File: config.mk
export PLATFORM = sky130hd
export DESIGN_NAME = asr_input_select
export DESIGN_NICKNAME = d
export VERILOG_FILES = /design/src/asr_pkg.sv /design/src/asr_tick_div.sv /design/src/asr_input_select.sv
export VERILOG_INCLUDE_DIRS = /design/src
export SDC_FILE = /design/constraint.sdc
export NUM_CORES = 1
export LEC_CHECK = 0
export BUFFER_PORTS_ARGS = -buffer_cell sky130_fd_sc_hd__buf_4
export CORE_MARGIN = 2
export CORE_UTILIZATION = 25
export CTS_BUF_LIST = sky130_fd_sc_hd__clkbuf_8
export CTS_CLUSTER_SIZE = 14
export DETAILED_ROUTE_END_ITERATION = 10
export HOLD_SLACK_MARGIN = 0.06
export PLACE_DENSITY_LB_ADDON = 0.05
export REMOVE_ABC_BUFFERS = 1
export SKIP_CTS_REPAIR_TIMING = 1
export SYNTH_ARGS = -nofsm -noshare
export SYNTH_HDL_FRONTEND = slang
export SYNTH_SLANG_ARGS = --single-unit
File: constraint.sdc
create_clock -name clk -period 5.4 [get_ports clk]
set_input_delay 1.35 -clock clk [delete_from_list [all_inputs] [get_ports clk]]
set_output_delay 1.35 -clock clk [all_outputs]
set_load 0.01 [all_outputs]
File: src/asr_defines.svh
// Purpose: Offsets, fields, codes and timing counts for the input-select block
// Assumes: Register index times four gives the byte address on the bus
// Notes: Indices below the control page keep the converter's printed offsets
`ifndef ASR_DEFINES_SVH
`define ASR_DEFINES_SVH
// --------------------------------------------------------------
// Register indices (byte address = index * 4)
// --------------------------------------------------------------
`define ASR_IDX_RESULT_LOW 9'h078
`define ASR_IDX_RESULT_HIGH 9'h079
`define ASR_IDX_CONV_CTRL 9'h07A
`define ASR_IDX_INPUT_SELECT 9'h07C
`define ASR_IDX_IRQ_STATUS 9'h080
`define ASR_IDX_IRQ_MASK 9'h081
`define ASR_ADDR_W 11
// --------------------------------------------------------------
// Fields and codes
// --------------------------------------------------------------
`define ASR_ISEL_RESET 8'h00
`define ASR_ISEL_WMASK 8'hEF
`define ASR_BIT_LEFT_ADJ 5
`define ASR_BIT_START 6
`define ASR_BIT_FREE_RUN 5
`define ASR_BIT_DONE 0
`define ASR_REF_EXT 2'h0
`define ASR_REF_AVCC 2'h1
`define ASR_REF_INT 2'h3
`define ASR_CHAN_EXT_MAX 4'h7
`define ASR_CHAN_TEMP 4'h8
`define ASR_CHAN_BANDGAP 4'hE
`define ASR_CHAN_GND 4'hF
`define ASR_RESP_OKAY 2'h0
`define ASR_RESP_SLVERR 2'h2
// --------------------------------------------------------------
// Timing: converter clock divider and conversion length
// --------------------------------------------------------------
`define ASR_PRESCALE_DIV 8'h02
`define ASR_CONV_TICKS 4'hD
`endif

File: src/asr_pkg.sv
// Purpose: Types shared by the input-select block
// Assumes: Constants live in asr_defines.svh
// Notes: Analog control travels as one packed struct
package asr_pkg;
  typedef enum logic {ST_IDLE, ST_CONV} asr_state_t;
  typedef struct packed {
    logic [1:0] ref_select;
    logic [3:0] channel_select;
    logic ext_ref_only;
    logic avcc_ref_en;
    logic int_ref_en;
    logic temp_sensor_en;
    logic bandgap_sel;
    logic gnd_sel;
    logic [7:0] ext_in_en;
  } asr_analog_ctl_t;
endpackage

File: src/asr_tick_div.sv
// Purpose: Divides clk into a one-cycle enable for the converter clock
// Assumes: Division factor of two or more
// Notes: Free running from reset
`timescale 1ns/1ns
module asr_tick_div #(
  parameter logic [7:0] DIV = 8'h02
) (
  input wire logic clk,
  input wire logic rst,
  output logic tick
);
  logic [7:0] cnt;
  // --------------------------------------------------------------
  // Counter
  // --------------------------------------------------------------
  // Wrap at DIV-1 and pulse on the wrap
  always_ff @(posedge clk or posedge rst) begin
    if (rst) begin
      cnt <= 8'h00;
    end else begin
      cnt <= tick ? 8'h00 : cnt + 8'h01;
    end
  end
  assign tick = (cnt == DIV - 8'h01);
endmodule

File: src/asr_input_select.sv
// Purpose: Input-select register, deferred selection and result format
// Assumes: AXI4-Lite master, SAR code arriving on pins from the analog side
// Notes: Conversion sequencing is kept minimal to drive the deferral
//
// Behaviour
// - Result is unsigned 10-bit code, zero is ground, 0x3FF is full scale.
// - Result readable in low and high registers once done flag sets.
// - Channel code 1000 enables temperature sensor as converter input.
// - Reference field bits 7:6; change mid-conversion waits for done.
// - Reference 00 external pin, 01 analog supply, 11 internal, 10 reserved.
// - Left-adjust bit 5 set left-aligns result, cleared right-aligns it.
// - Left-adjust change alters result presentation at once.
// - Channel bits 3:0: inputs 0-7, sensor, bandgap, ground, rest reserved.
// - Channel change mid-conversion waits until conversion done.
// - At completion write result, set done flag, clear start if single.
// - Low read freezes result registers until high is read.
`timescale 1ns/1ns
`include "asr_defines.svh"
module asr_input_select (
  input wire logic clk,
  input wire logic rst,
  input wire logic [`ASR_ADDR_W-1:0] awaddr,
  input wire logic awvalid,
  output logic awready,
  input wire logic [31:0] wdata,
  input wire logic [3:0] wstrb,
  input wire logic wvalid,
  output logic wready,
  output logic [1:0] bresp,
  output logic bvalid,
  input wire logic bready,
  input wire logic [`ASR_ADDR_W-1:0] araddr,
  input wire logic arvalid,
  output logic arready,
  output logic [31:0] rdata,
  output logic [1:0] rresp,
  output logic rvalid,
  input wire logic rready,
  input wire logic [9:0] sar_code,
  output asr_pkg::asr_analog_ctl_t analog_ctl,
  output logic conv_busy,
  output logic irq
);
  import asr_pkg::*;

  // --------------------------------------------------------------
  // State
  // --------------------------------------------------------------
  logic [9:0] code_meta;
  logic [9:0] code_sync;
  logic [7:0] isel;
  logic [1:0] act_ref;
  logic [3:0] act_chan;
  logic [9:0] result;
  logic rd_lock;
  logic conv_start;
  logic free_run;
  logic irq_status;
  logic irq_mask;
  asr_state_t state;
  logic [3:0] tick_cnt;
  logic tick;
  logic aw_full;
  logic w_full;
  logic [`ASR_ADDR_W-1:0] aw_addr;
  logic [7:0] w_byte;
  logic w_lane0;

  // --------------------------------------------------------------
  // Converter clock enable
  // --------------------------------------------------------------
  asr_tick_div #(.DIV(`ASR_PRESCALE_DIV)) u_div (
    .clk(clk),
    .rst(rst),
    .tick(tick)
  );

  // Code comes from the analog side, so two flops before any use
  always_ff @(posedge clk or posedge rst) begin
    if (rst) begin
      code_meta <= 10'h000;
      code_sync <= 10'h000;
    end else begin
      code_meta <= sar_code;
      code_sync <= code_meta;
    end
  end

  // --------------------------------------------------------------
  // Bus decode
  // --------------------------------------------------------------
  wire [8:0] wr_idx = aw_addr[`ASR_ADDR_W-1:2];
  wire [8:0] rd_idx = araddr[`ASR_ADDR_W-1:2];
  wire wr_go = aw_full && w_full && !bvalid;
  wire wr_en = wr_go && w_lane0;
  wire wr_isel = wr_en && (wr_idx == `ASR_IDX_INPUT_SELECT);
  wire wr_ctrl = wr_en && (wr_idx == `ASR_IDX_CONV_CTRL);
  wire wr_stat = wr_en && (wr_idx == `ASR_IDX_IRQ_STATUS);
  wire wr_mask = wr_en && (wr_idx == `ASR_IDX_IRQ_MASK);
  wire wr_hit = (wr_idx == `ASR_IDX_INPUT_SELECT) || (wr_idx == `ASR_IDX_CONV_CTRL) ||
                (wr_idx == `ASR_IDX_IRQ_STATUS) || (wr_idx == `ASR_IDX_IRQ_MASK) ||
                (wr_idx == `ASR_IDX_RESULT_LOW) || (wr_idx == `ASR_IDX_RESULT_HIGH);
  wire rd_hs = arvalid && arready;
  wire rd_low = rd_hs && (rd_idx == `ASR_IDX_RESULT_LOW);
  wire rd_high = rd_hs && (rd_idx == `ASR_IDX_RESULT_HIGH);
  wire start_wr = wr_ctrl && w_byte[`ASR_BIT_START];
  wire left_adj = isel[`ASR_BIT_LEFT_ADJ];
  wire done = (state == ST_CONV) && tick && (tick_cnt == `ASR_CONV_TICKS - 4'h1);

  assign awready = !aw_full;
  assign wready = !w_full;
  assign arready = !rvalid;
  assign conv_busy = (state == ST_CONV);
  assign irq = irq_status && irq_mask;

  // Presentation follows the live left-adjust bit, no conversion wait
  wire [7:0] view_low = left_adj ? {result[1:0], 6'h00} : result[7:0];
  wire [7:0] view_high = left_adj ? result[9:2] : {6'h00, result[9:8]};
  wire [7:0] ctrl_view = {1'b0, conv_start, free_run, 5'h00};
  wire rd_known = (rd_idx == `ASR_IDX_INPUT_SELECT) || (rd_idx == `ASR_IDX_CONV_CTRL) ||
                  (rd_idx == `ASR_IDX_IRQ_STATUS) || (rd_idx == `ASR_IDX_IRQ_MASK) ||
                  (rd_idx == `ASR_IDX_RESULT_LOW) || (rd_idx == `ASR_IDX_RESULT_HIGH);
  wire [7:0] rd_byte =
    (rd_idx == `ASR_IDX_RESULT_LOW) ? view_low :
    (rd_idx == `ASR_IDX_RESULT_HIGH) ? view_high :
    (rd_idx == `ASR_IDX_INPUT_SELECT) ? isel :
    (rd_idx == `ASR_IDX_CONV_CTRL) ? ctrl_view :
    (rd_idx == `ASR_IDX_IRQ_STATUS) ? {7'h00, irq_status} :
    (rd_idx == `ASR_IDX_IRQ_MASK) ? {7'h00, irq_mask} : 8'h00;

  // --------------------------------------------------------------
  // AXI4-Lite write channels
  // --------------------------------------------------------------
  // Address and data are held separately so either may come first
  always_ff @(posedge clk or posedge rst) begin
    if (rst) begin
      aw_full <= 1'b0;
      aw_addr <= '0;
    end else if (awvalid && awready) begin
      aw_full <= 1'b1;
      aw_addr <= awaddr;
    end else if (wr_go) begin
      aw_full <= 1'b0;
    end
  end

  always_ff @(posedge clk or posedge rst) begin
    if (rst) begin
      w_full <= 1'b0;
      w_byte <= 8'h00;
      w_lane0 <= 1'b0;
    end else if (wvalid && wready) begin
      w_full <= 1'b1;
      w_byte <= wdata[7:0];
      w_lane0 <= wstrb[0];
    end else if (wr_go) begin
      w_full <= 1'b0;
    end
  end

  // Response one cycle after both halves are held
  always_ff @(posedge clk or posedge rst) begin
    if (rst) begin
      bvalid <= 1'b0;
      bresp <= `ASR_RESP_OKAY;
    end else if (wr_go) begin
      bvalid <= 1'b1;
      bresp <= wr_hit ? `ASR_RESP_OKAY : `ASR_RESP_SLVERR;
    end else if (bready) begin
      bvalid <= 1'b0;
    end
  end

  // --------------------------------------------------------------
  // AXI4-Lite read channels
  // --------------------------------------------------------------
  always_ff @(posedge clk or posedge rst) begin
    if (rst) begin
      rvalid <= 1'b0;
      rdata <= 32'h0000_0000;
      rresp <= `ASR_RESP_OKAY;
    end else if (rd_hs) begin
      rvalid <= 1'b1;
      rdata <= {24'h000000, rd_byte};
      rresp <= rd_known ? `ASR_RESP_OKAY : `ASR_RESP_SLVERR;
    end else if (rready) begin
      rvalid <= 1'b0;
    end
  end

  // --------------------------------------------------------------
  // Software registers
  // --------------------------------------------------------------
  // Bit 4 is masked off on every write so it always reads zero
  always_ff @(posedge clk or posedge rst) begin
    if (rst) begin
      isel <= `ASR_ISEL_RESET;
    end else if (wr_isel) begin
      isel <= w_byte & `ASR_ISEL_WMASK;
    end
  end

  always_ff @(posedge clk or posedge rst) begin
    if (rst) begin
      free_run <= 1'b0;
      irq_mask <= 1'b0;
    end else begin
      if (wr_ctrl) free_run <= w_byte[`ASR_BIT_FREE_RUN];
      if (wr_mask) irq_mask <= w_byte[`ASR_BIT_DONE];
    end
  end

  // Done flag: completion wins over a same-cycle write-one clear
  always_ff @(posedge clk or posedge rst) begin
    if (rst) begin
      irq_status <= 1'b0;
    end else if (done) begin
      irq_status <= 1'b1;
    end else if (wr_stat && w_byte[`ASR_BIT_DONE]) begin
      irq_status <= 1'b0;
    end
  end

  // Start reads one while converting; writing zero does nothing
  always_ff @(posedge clk or posedge rst) begin
    if (rst) begin
      conv_start <= 1'b0;
    end else if (start_wr) begin
      conv_start <= 1'b1;
    end else if (done && !free_run) begin
      conv_start <= 1'b0;
    end
  end

  // --------------------------------------------------------------
  // Conversion sequencer
  // --------------------------------------------------------------
  // Starts on the converter clock enable after start is seen
  always_ff @(posedge clk or posedge rst) begin
    if (rst) begin
      state <= ST_IDLE;
      tick_cnt <= 4'h0;
    end else begin
      case (state)
        ST_IDLE: begin
          tick_cnt <= 4'h0;
          if (conv_start && tick) state <= ST_CONV;
        end
        ST_CONV: begin
          if (done) begin
            tick_cnt <= 4'h0;
            state <= free_run ? ST_CONV : ST_IDLE;
          end else if (tick) begin
            tick_cnt <= tick_cnt + 4'h1;
          end
        end
        default: begin
          state <= ST_IDLE;
          tick_cnt <= 4'h0;
        end
      endcase
    end
  end

  // Selection tracks the written value while idle and is copied again at completion,
  // so the sampling path never shifts under a conversion
  always_ff @(posedge clk or posedge rst) begin
    if (rst) begin
      act_ref <= `ASR_REF_EXT;
      act_chan <= 4'h0;
    end else if (state == ST_IDLE || done) begin
      act_ref <= isel[7:6];
      act_chan <= isel[3:0];
    end
  end

  // --------------------------------------------------------------
  // Result capture and read lock
  // --------------------------------------------------------------
  // A result arriving while locked is dropped, as the pair must match
  always_ff @(posedge clk or posedge rst) begin
    if (rst) begin
      result <= 10'h000;
    end else if (done && !rd_lock) begin
      result <= code_sync;
    end
  end

  always_ff @(posedge clk or posedge rst) begin
    if (rst) begin
      rd_lock <= 1'b0;
    end else if (rd_high) begin
      rd_lock <= 1'b0;
    end else if (rd_low) begin
      rd_lock <= 1'b1;
    end
  end

  // --------------------------------------------------------------
  // Analog control decode
  // --------------------------------------------------------------
  // Reserved reference code 10 enables no source at all
  wire ref_ext = (act_ref == `ASR_REF_EXT);
  wire ref_avcc = (act_ref == `ASR_REF_AVCC);
  wire ref_int = (act_ref == `ASR_REF_INT);
  wire chan_ext = (act_chan <= `ASR_CHAN_EXT_MAX);
  wire [7:0] ext_onehot = chan_ext ? (8'h01 << act_chan[2:0]) : 8'h00;

  always_ff @(posedge clk or posedge rst) begin
    if (rst) begin
      analog_ctl <= '0;
    end else begin
      analog_ctl.ref_select <= act_ref;
      analog_ctl.channel_select <= act_chan;
      analog_ctl.ext_ref_only <= ref_ext;
      analog_ctl.avcc_ref_en <= ref_avcc;
      analog_ctl.int_ref_en <= ref_int;
      analog_ctl.temp_sensor_en <= (act_chan == `ASR_CHAN_TEMP);
      analog_ctl.bandgap_sel <= (act_chan == `ASR_CHAN_BANDGAP);
      analog_ctl.gnd_sel <= (act_chan == `ASR_CHAN_GND);
      analog_ctl.ext_in_en <= ext_onehot;
    end
  end
endmodule

==> metrics.yaml, run 1 <==
status: "finished, final reports clean"
end_kind: "flip-flop"
dp.cells: 667
maxSlewHeadroom_pct: 39.06
hold_viol: 0
drtPass1Iterations: 4
p_int_uw: 1300
synth_top_family_by_area: "simple AND/OR/NAND/NOR gates"
pin_count: 138
drt-initial-drc-count: 157
grt_max_degree: 55
diodes: 0
synth_most_common_cell: "dfrtp_1"
wire_per_inst_um: 14.60
worstPathArrival_ps: 3070
hp-class: "reg -> reg"
grt_pass1_wl_um: 16680
criticalPathCategory: "in -> reg"
synth_cell_types: 55
h-tree-depth: 3
leakage_uw: 0.002629
yosys.area_share.adder_pct: 1.077
port_buffers: 79
syn-cell-area_um2: 4647
vias_per_cell: 4.280
clk_latency_ps: 380
clockBufferDepth: 2
required_ps: 5700
crit_fanout: 15
cts_tree: "done"
tns_ps: 0
drt-total-wl_um: 9956
ys_warn_count: 0
power_switching_uw: 506.2
rsz0062_at_grt: "false"
min_period_ps: 2769
critPathLaunchType: "input port"
netlist_top_cells_count: "112 x dfrtp_1, 43 x mux2_2, 27 x buf_4"
cts_made_buffers: 9
grt_use_total_pct: 10.88
fin_worst_skew_ps: 13.05
dp_hpwl_um: 7125
rows: 49
synth.area.top_cells: "dfrtp_1 60%, mux2_2 10%, buf_4 4.4%"
num_vias: 2919
synth_xor_area_share_pct: 1.131
period_share_pct: 51.27
p_per_area_nw_per_um2: 324.1
die_area_um2: 19690
ys_dominant_reg_cell: "dfrtp_1"
synth_edf_count: 0
drcViolationCount: 0
place_congestion: 0.7915
grt_remaining_overflow: 0
die_w_um: 140.3
clkTransAtPathRegs_ps: 90
synth.yosys.seq_area_share_pct: 60.31
yosys.area.top_type: "dfrtp_1"
nets: 528
grt_pass1_vias: 3120
drive_above_1_share_pct: 32.89
core_um2: 18090
p_sw_share_pct: 28.02
finish.utilization_pct: 30.82
die_h_um: 140.3
power.share.sequential_pct: 57.2
fmax_ghz: 0.3612
cap_violations: 0
ys_seq_elements: 112
worstMarginPinSlew_ps: 905.8
combPwrFrac_pct: 16.8
stdcell_count: 682
synth-simple-area-share_pct: 14.03
p_clk_share_pct: 26.1
vdd_drop_max_uv: 138.8
report.final.setup_viol: 0
filler_cell_count: 1852
yosysTopAreaCellShare_pct: 60.31
start_util_pct: 25.69
antenna_found_initial: 0
root_buffer: "clkbuf_8"
synth_cells: 368
avgSynthCellArea_um2: 12.63
synthArstFlopShare_pct: 100.0
ant_nets: 0
area_growth_syn_to_layout_pct: 19.95
drv_slew: 0
clock-sinks: 112
synth-compound-area-share_pct: 5.816
synthMuxAreaShare_pct: 11.31
-- power groups by stage --
stage / logic [uW] / registers, uW / clock network, uW
5_1_grt: 340 / 1050 / 544
4_1_cts: 310 / 1040 / 506
6_report: 303 / 1030 / 471
2_1_floorplan: 191 / 1030 / 0
3_3_place_gp: 308 / 1050 / 0
3_5_place_dp: 309 / 1050 / 0
-- critical path, stage by stage --
cell      delay [ps]
buf_4             80
nand2b_1         330
nor4_1           900
nand2b_1         200
o21ai_0          200
-- worst paths after layout --
kind	startpoint	to	depth (start not counted)	slack, ps
worst max-delay path	arvalid	rdata[4]	5	2630
worst min-delay path	code_meta[6]	code_sync[6]	0	360
worst max register to register	rvalid	rdata[4]	4	3160
worst min register to register	code_meta[6]	code_sync[6]	0	360
max in group asynchronous	rst	irq_mask	3	3410
min in group asynchronous	rst	u_div.cnt[4]	2	950
-- metrics by stage --
stage	worst slack (ps)	hold slack [ps]	power (uW)	cell area [um^2]
after global placement	2170	339.0	1360	5393
after global routing	2346	372.4	1937	5574
after CTS	2607	360.1	1854	5574
final	2631	355.3	1806	5574
after floorplan	1091	331.2	1223	4496
after detailed placement	2177	336.3	1363	5393
-- sequential cells by signal (all words and copies together), names as in the netlist, 2 cells and up --
signal	count
code_meta	10
analog_ctl	20
code_sync	10
act_ref	2
aw_addr	9
rdata	8
w_byte	7
tick_cnt	4
result	10
isel	7
act_chan	4
u_div.cnt	8
-- area by class of cell --
type | instances | area [um^2] | share of cell area (%)
timing repair buffer | 81 | 608.1 | 10.91
clock inverter | 4 | 30.03 | 0.5387
clock buffer | 11 | 151.4 | 2.716
inverter | 12 | 47.55 | 0.8530
multi-input combinational | 233 | 1648 | 29.56
sequential | 112 | 2803 | 50.28
tap | 229 | 286.5 | 5.140
-- layer usage --
metal	part of all wire [%]	GRT usage (%)	wire length, um
met2	48	17.52	4826
met5	0	0	0
met1	45	13.90	4471
met3	5.2	3.521	521
met4	1.4	3.509	137
-- cells by family after synthesis --
family                     Yosys count
DFF                                112
and+or+nand+nor                    112
buffers and inverters               48
muxes                               47
AOI/OAI and AO/OA                   38
xor gates and xnor gates             6
adders and majority gates            4
other                                1
-- layout by cell type (no fill, tap or decap), types with 3 or more instances in the layout --
cell type  Yosys  layout
a21boi_0       4       4
xnor2_1        5       5
inv_1         12      11
nor3_1         7       7
and3_1         5       5
nand4_1        3       3
ha_1           4       4
nor2_1        24      24
clkbuf_8       0      11
o21ai_0        8       8
dfrtp_1      112     112
nor4_1         5       5
nor3b_1        5       5
and2_1         3       3
nand3_1       13      13
nand3b_1       4       4
a221o_1        4       4
buf_4         27      81
or2_2          3       3
nor2b_1        6       6
mux2_2        43      43
nand2_1       13      13
conb_1         1      26
mux2i_1        3       3
a21oi_1        6       6
nand2b_1       6       6
Note: power is estimated with default switching activity, not from simulation.
==> inputs of run 2 (changes only) <==
ABC_AREA = 1   (was default)
clock period = 2.6 ns   (was 5.4 ns; I/O delays follow)
==> run 2 against run 1 <==
  * Register-to-register slack got worse by 2300 ps
  * Highest routed layer unchanged
  * Power is 120% higher
  * Worst hold slack lost 65 ps
  * Critical path depth fell by 4
  * Largest power group unchanged
  * Clock-buffer cell count is 2 lower
  * Sequential power up 110%
  * Combinational power increased to 2.6 times the previous value
==> metrics.yaml, run 2 <==
power.total_uw: 3917
vias_per_cell: 4.143
drt-total-wl_um: 10670
die_area_um2: 20310
synth.yosys.seq_area_share_pct: 58.44
clock-sinks: 112
end_kind: "output pin"
r2r_slack_ps: 880
synth_most_common_cell: "nand2_1"
top_register: "analog_ctl"
num_vias: 3488
vdd_drop_max_uv: 331.1
criticalPathCategory: "reg -> out"
yosys.area.top_type: "dfrtp_1"
port_buffers: 79
report.final.setup_viol: 0
fmax_ghz: 0.5492
maxSlewHeadroom_pct: 65.66
yosys.area_share.adder_pct: 1.044
root_buffer: "clkbuf_8"
dp_slack_ps: 677.9
crit_path_cell_trace: "buf_4"
ys_seq_elements: 112
avgSynthCellArea_um2: 9.276
antenna_found_initial: 0
place_congestion: 0.7814
diodes: 0
grt_pass1_wl_um: 17690
drive_above_1_share_pct: 20.39
worstPathArrival_ps: 1170
drcViolationCount: 0
crit_fanout: 10
h-tree-depth: 3
core_um2: 18770
cts_tree: "done"
die_h_um: 142.5
pin_count: 138
synth-simple-area-share_pct: 23.27
synth_cell_types: 34
ant_nets: 0
crit_buf_inv: 1
area_growth_syn_to_layout_pct: 20.11
nets: 682
die_w_um: 142.5
status: "finished, final reports clean"
synth_cells: 517
max_stage_delay_ps: 590
required_ps: 1950
grt_use_total_pct: 11.17
cap_violations: 0
final_common_cell: "nand2_1"
start_util_pct: 25.55
rsz0062_at_grt: "false"
period_share_pct: 70.03
netlist_top_cells_count: "119 x nand2_1, 112 x dfrtp_1, 63 x inv_1"
yosysTopAreaCellShare_pct: 58.44
critPathLaunchType: "flip-flop"
synth_top_family_by_area: "simple AND/OR/NAND/NOR gates"
design_area_um2: 5761
min_period_ps: 1821
synth-compound-area-share_pct: 5.087
synth.area.top_cells: "dfrtp_1 58%, nand2_1 9.3%, inv_1 4.9%"
grt_pass1_vias: 3408
ys_warn_count: 0
drt-initial-drc-count: 145
worstMarginPinSlew_ps: 513.9
setup_slack_ps: 779.1
synth_edf_count: 0
placed_area_um2: 5582
drtPass1Iterations: 4
drv_slew: 0
slowest_stage: "dfrtp_1"
hold_viol: 0
ys_dominant_reg_cell: "dfrtp_1"
clk_latency_ps: 380
wire_per_inst_um: 12.67
synthMuxAreaShare_pct: 0.6783
crit_family: "flip-flops"
filler_cell_count: 1985
leakage_uw: 0.003010
synthArstFlopShare_pct: 100.0
clkTransAtPathRegs_ps: 110
syn-cell-area_um2: 4796
fin_worst_skew_ps: 8.051
clockBufferDepth: 2
final_cell_mix: "119 x nand2_1, 112 x dfrtp_1, 84 x buf_4"
rows: 50
hp-class: "in -> async"
cts_made_buffers: 9
p_per_area_nw_per_um2: 680.0
grt_remaining_overflow: 0
largest_reg_flops: 20
grt_max_degree: 39
dp_hpwl_um: 7996
synth_xor_area_share_pct: 0.9131
-- run 2: cell count changes after synthesis, moves of 12 or more --
cell / before / now
a21oi_1: 6 / 22
inv_1: 12 / 63
mux2_2: 43 / 2
nand2_1: 13 / 119
nand3_1: 13 / 34
nand4_1: 3 / 16
nor2_1: 24 / 47
o21ai_0: 8 / 20
-- run 2: kinds of logic (layout without fill, tap and decap cells) --
logic type | after synthesis | in the layout
xor+xnor | 5 | 5
flops | 112 | 112
mux | 3 | 3
other cells | 1 | 26
buf+inv | 101 | 167
compound gates | 48 | 48
fa+ha+maj | 4 | 4
simple gates | 243 | 243
-- run 2: layout make-up --
| class | count | area (um^2) | share of cell area [%] |
|---|---|---|---|
| clock inverter | 7 | 55.05 | 0.9557 |
| timing repair buffer | 85 | 650.6 | 11.29 |
| inverter | 66 | 251.5 | 4.366 |
| clock buffer | 9 | 123.9 | 2.150 |
| sequential | 112 | 2803 | 48.65 |
| tap | 234 | 292.8 | 5.083 |
| multi-input combinational | 329 | 1584 | 27.50 |
-- run 2: metrics by stage --
step	std cells	hold WS (ps)	TNS, ps	utilization, %
3_3_place_gp	826	333.8	0	29.74
6_report	842	290.4	0	30.69
4_1_cts	842	295.3	0	30.69
5_1_grt	842	315.8	0	30.69
3_5_place_dp	826	334.7	0	29.74
2_1_floorplan	507	331.2	-113010	-
-- run 2: path summary, 6_finish.rpt --
kind / start / end / depth (start not counted)
max in group asynchronous: rst / aw_addr[8] / 3
setup reg to reg: u_div.cnt[1] / result[8] / 9
min in group clk: code_meta[1] / code_sync[1] / 0
hold / removal: rst / analog_ctl[8] / 2
setup / recovery: conv_busy / conv_busy / 1
hold reg to reg: code_meta[1] / code_sync[1] / 0
-- run 2: where the power goes --
group          switching, uW  internal, uW
clock network            641           360
registers                152          1980
logic                    473           312
-- run 2: per-layer routing --
layer | part of all wire (%) | vias up | wire, um | track usage, %
met1 | 47 | 1620 | 5066 | 15.33
li1 | - | 1752 | - | -
met3 | 5.3 | 13 | 569 | 2.254
met5 | 0 | - | 0 | 0
met2 | 46 | 103 | 4872 | 17.33
met4 | 1.5 | 0 | 159 | 4.377
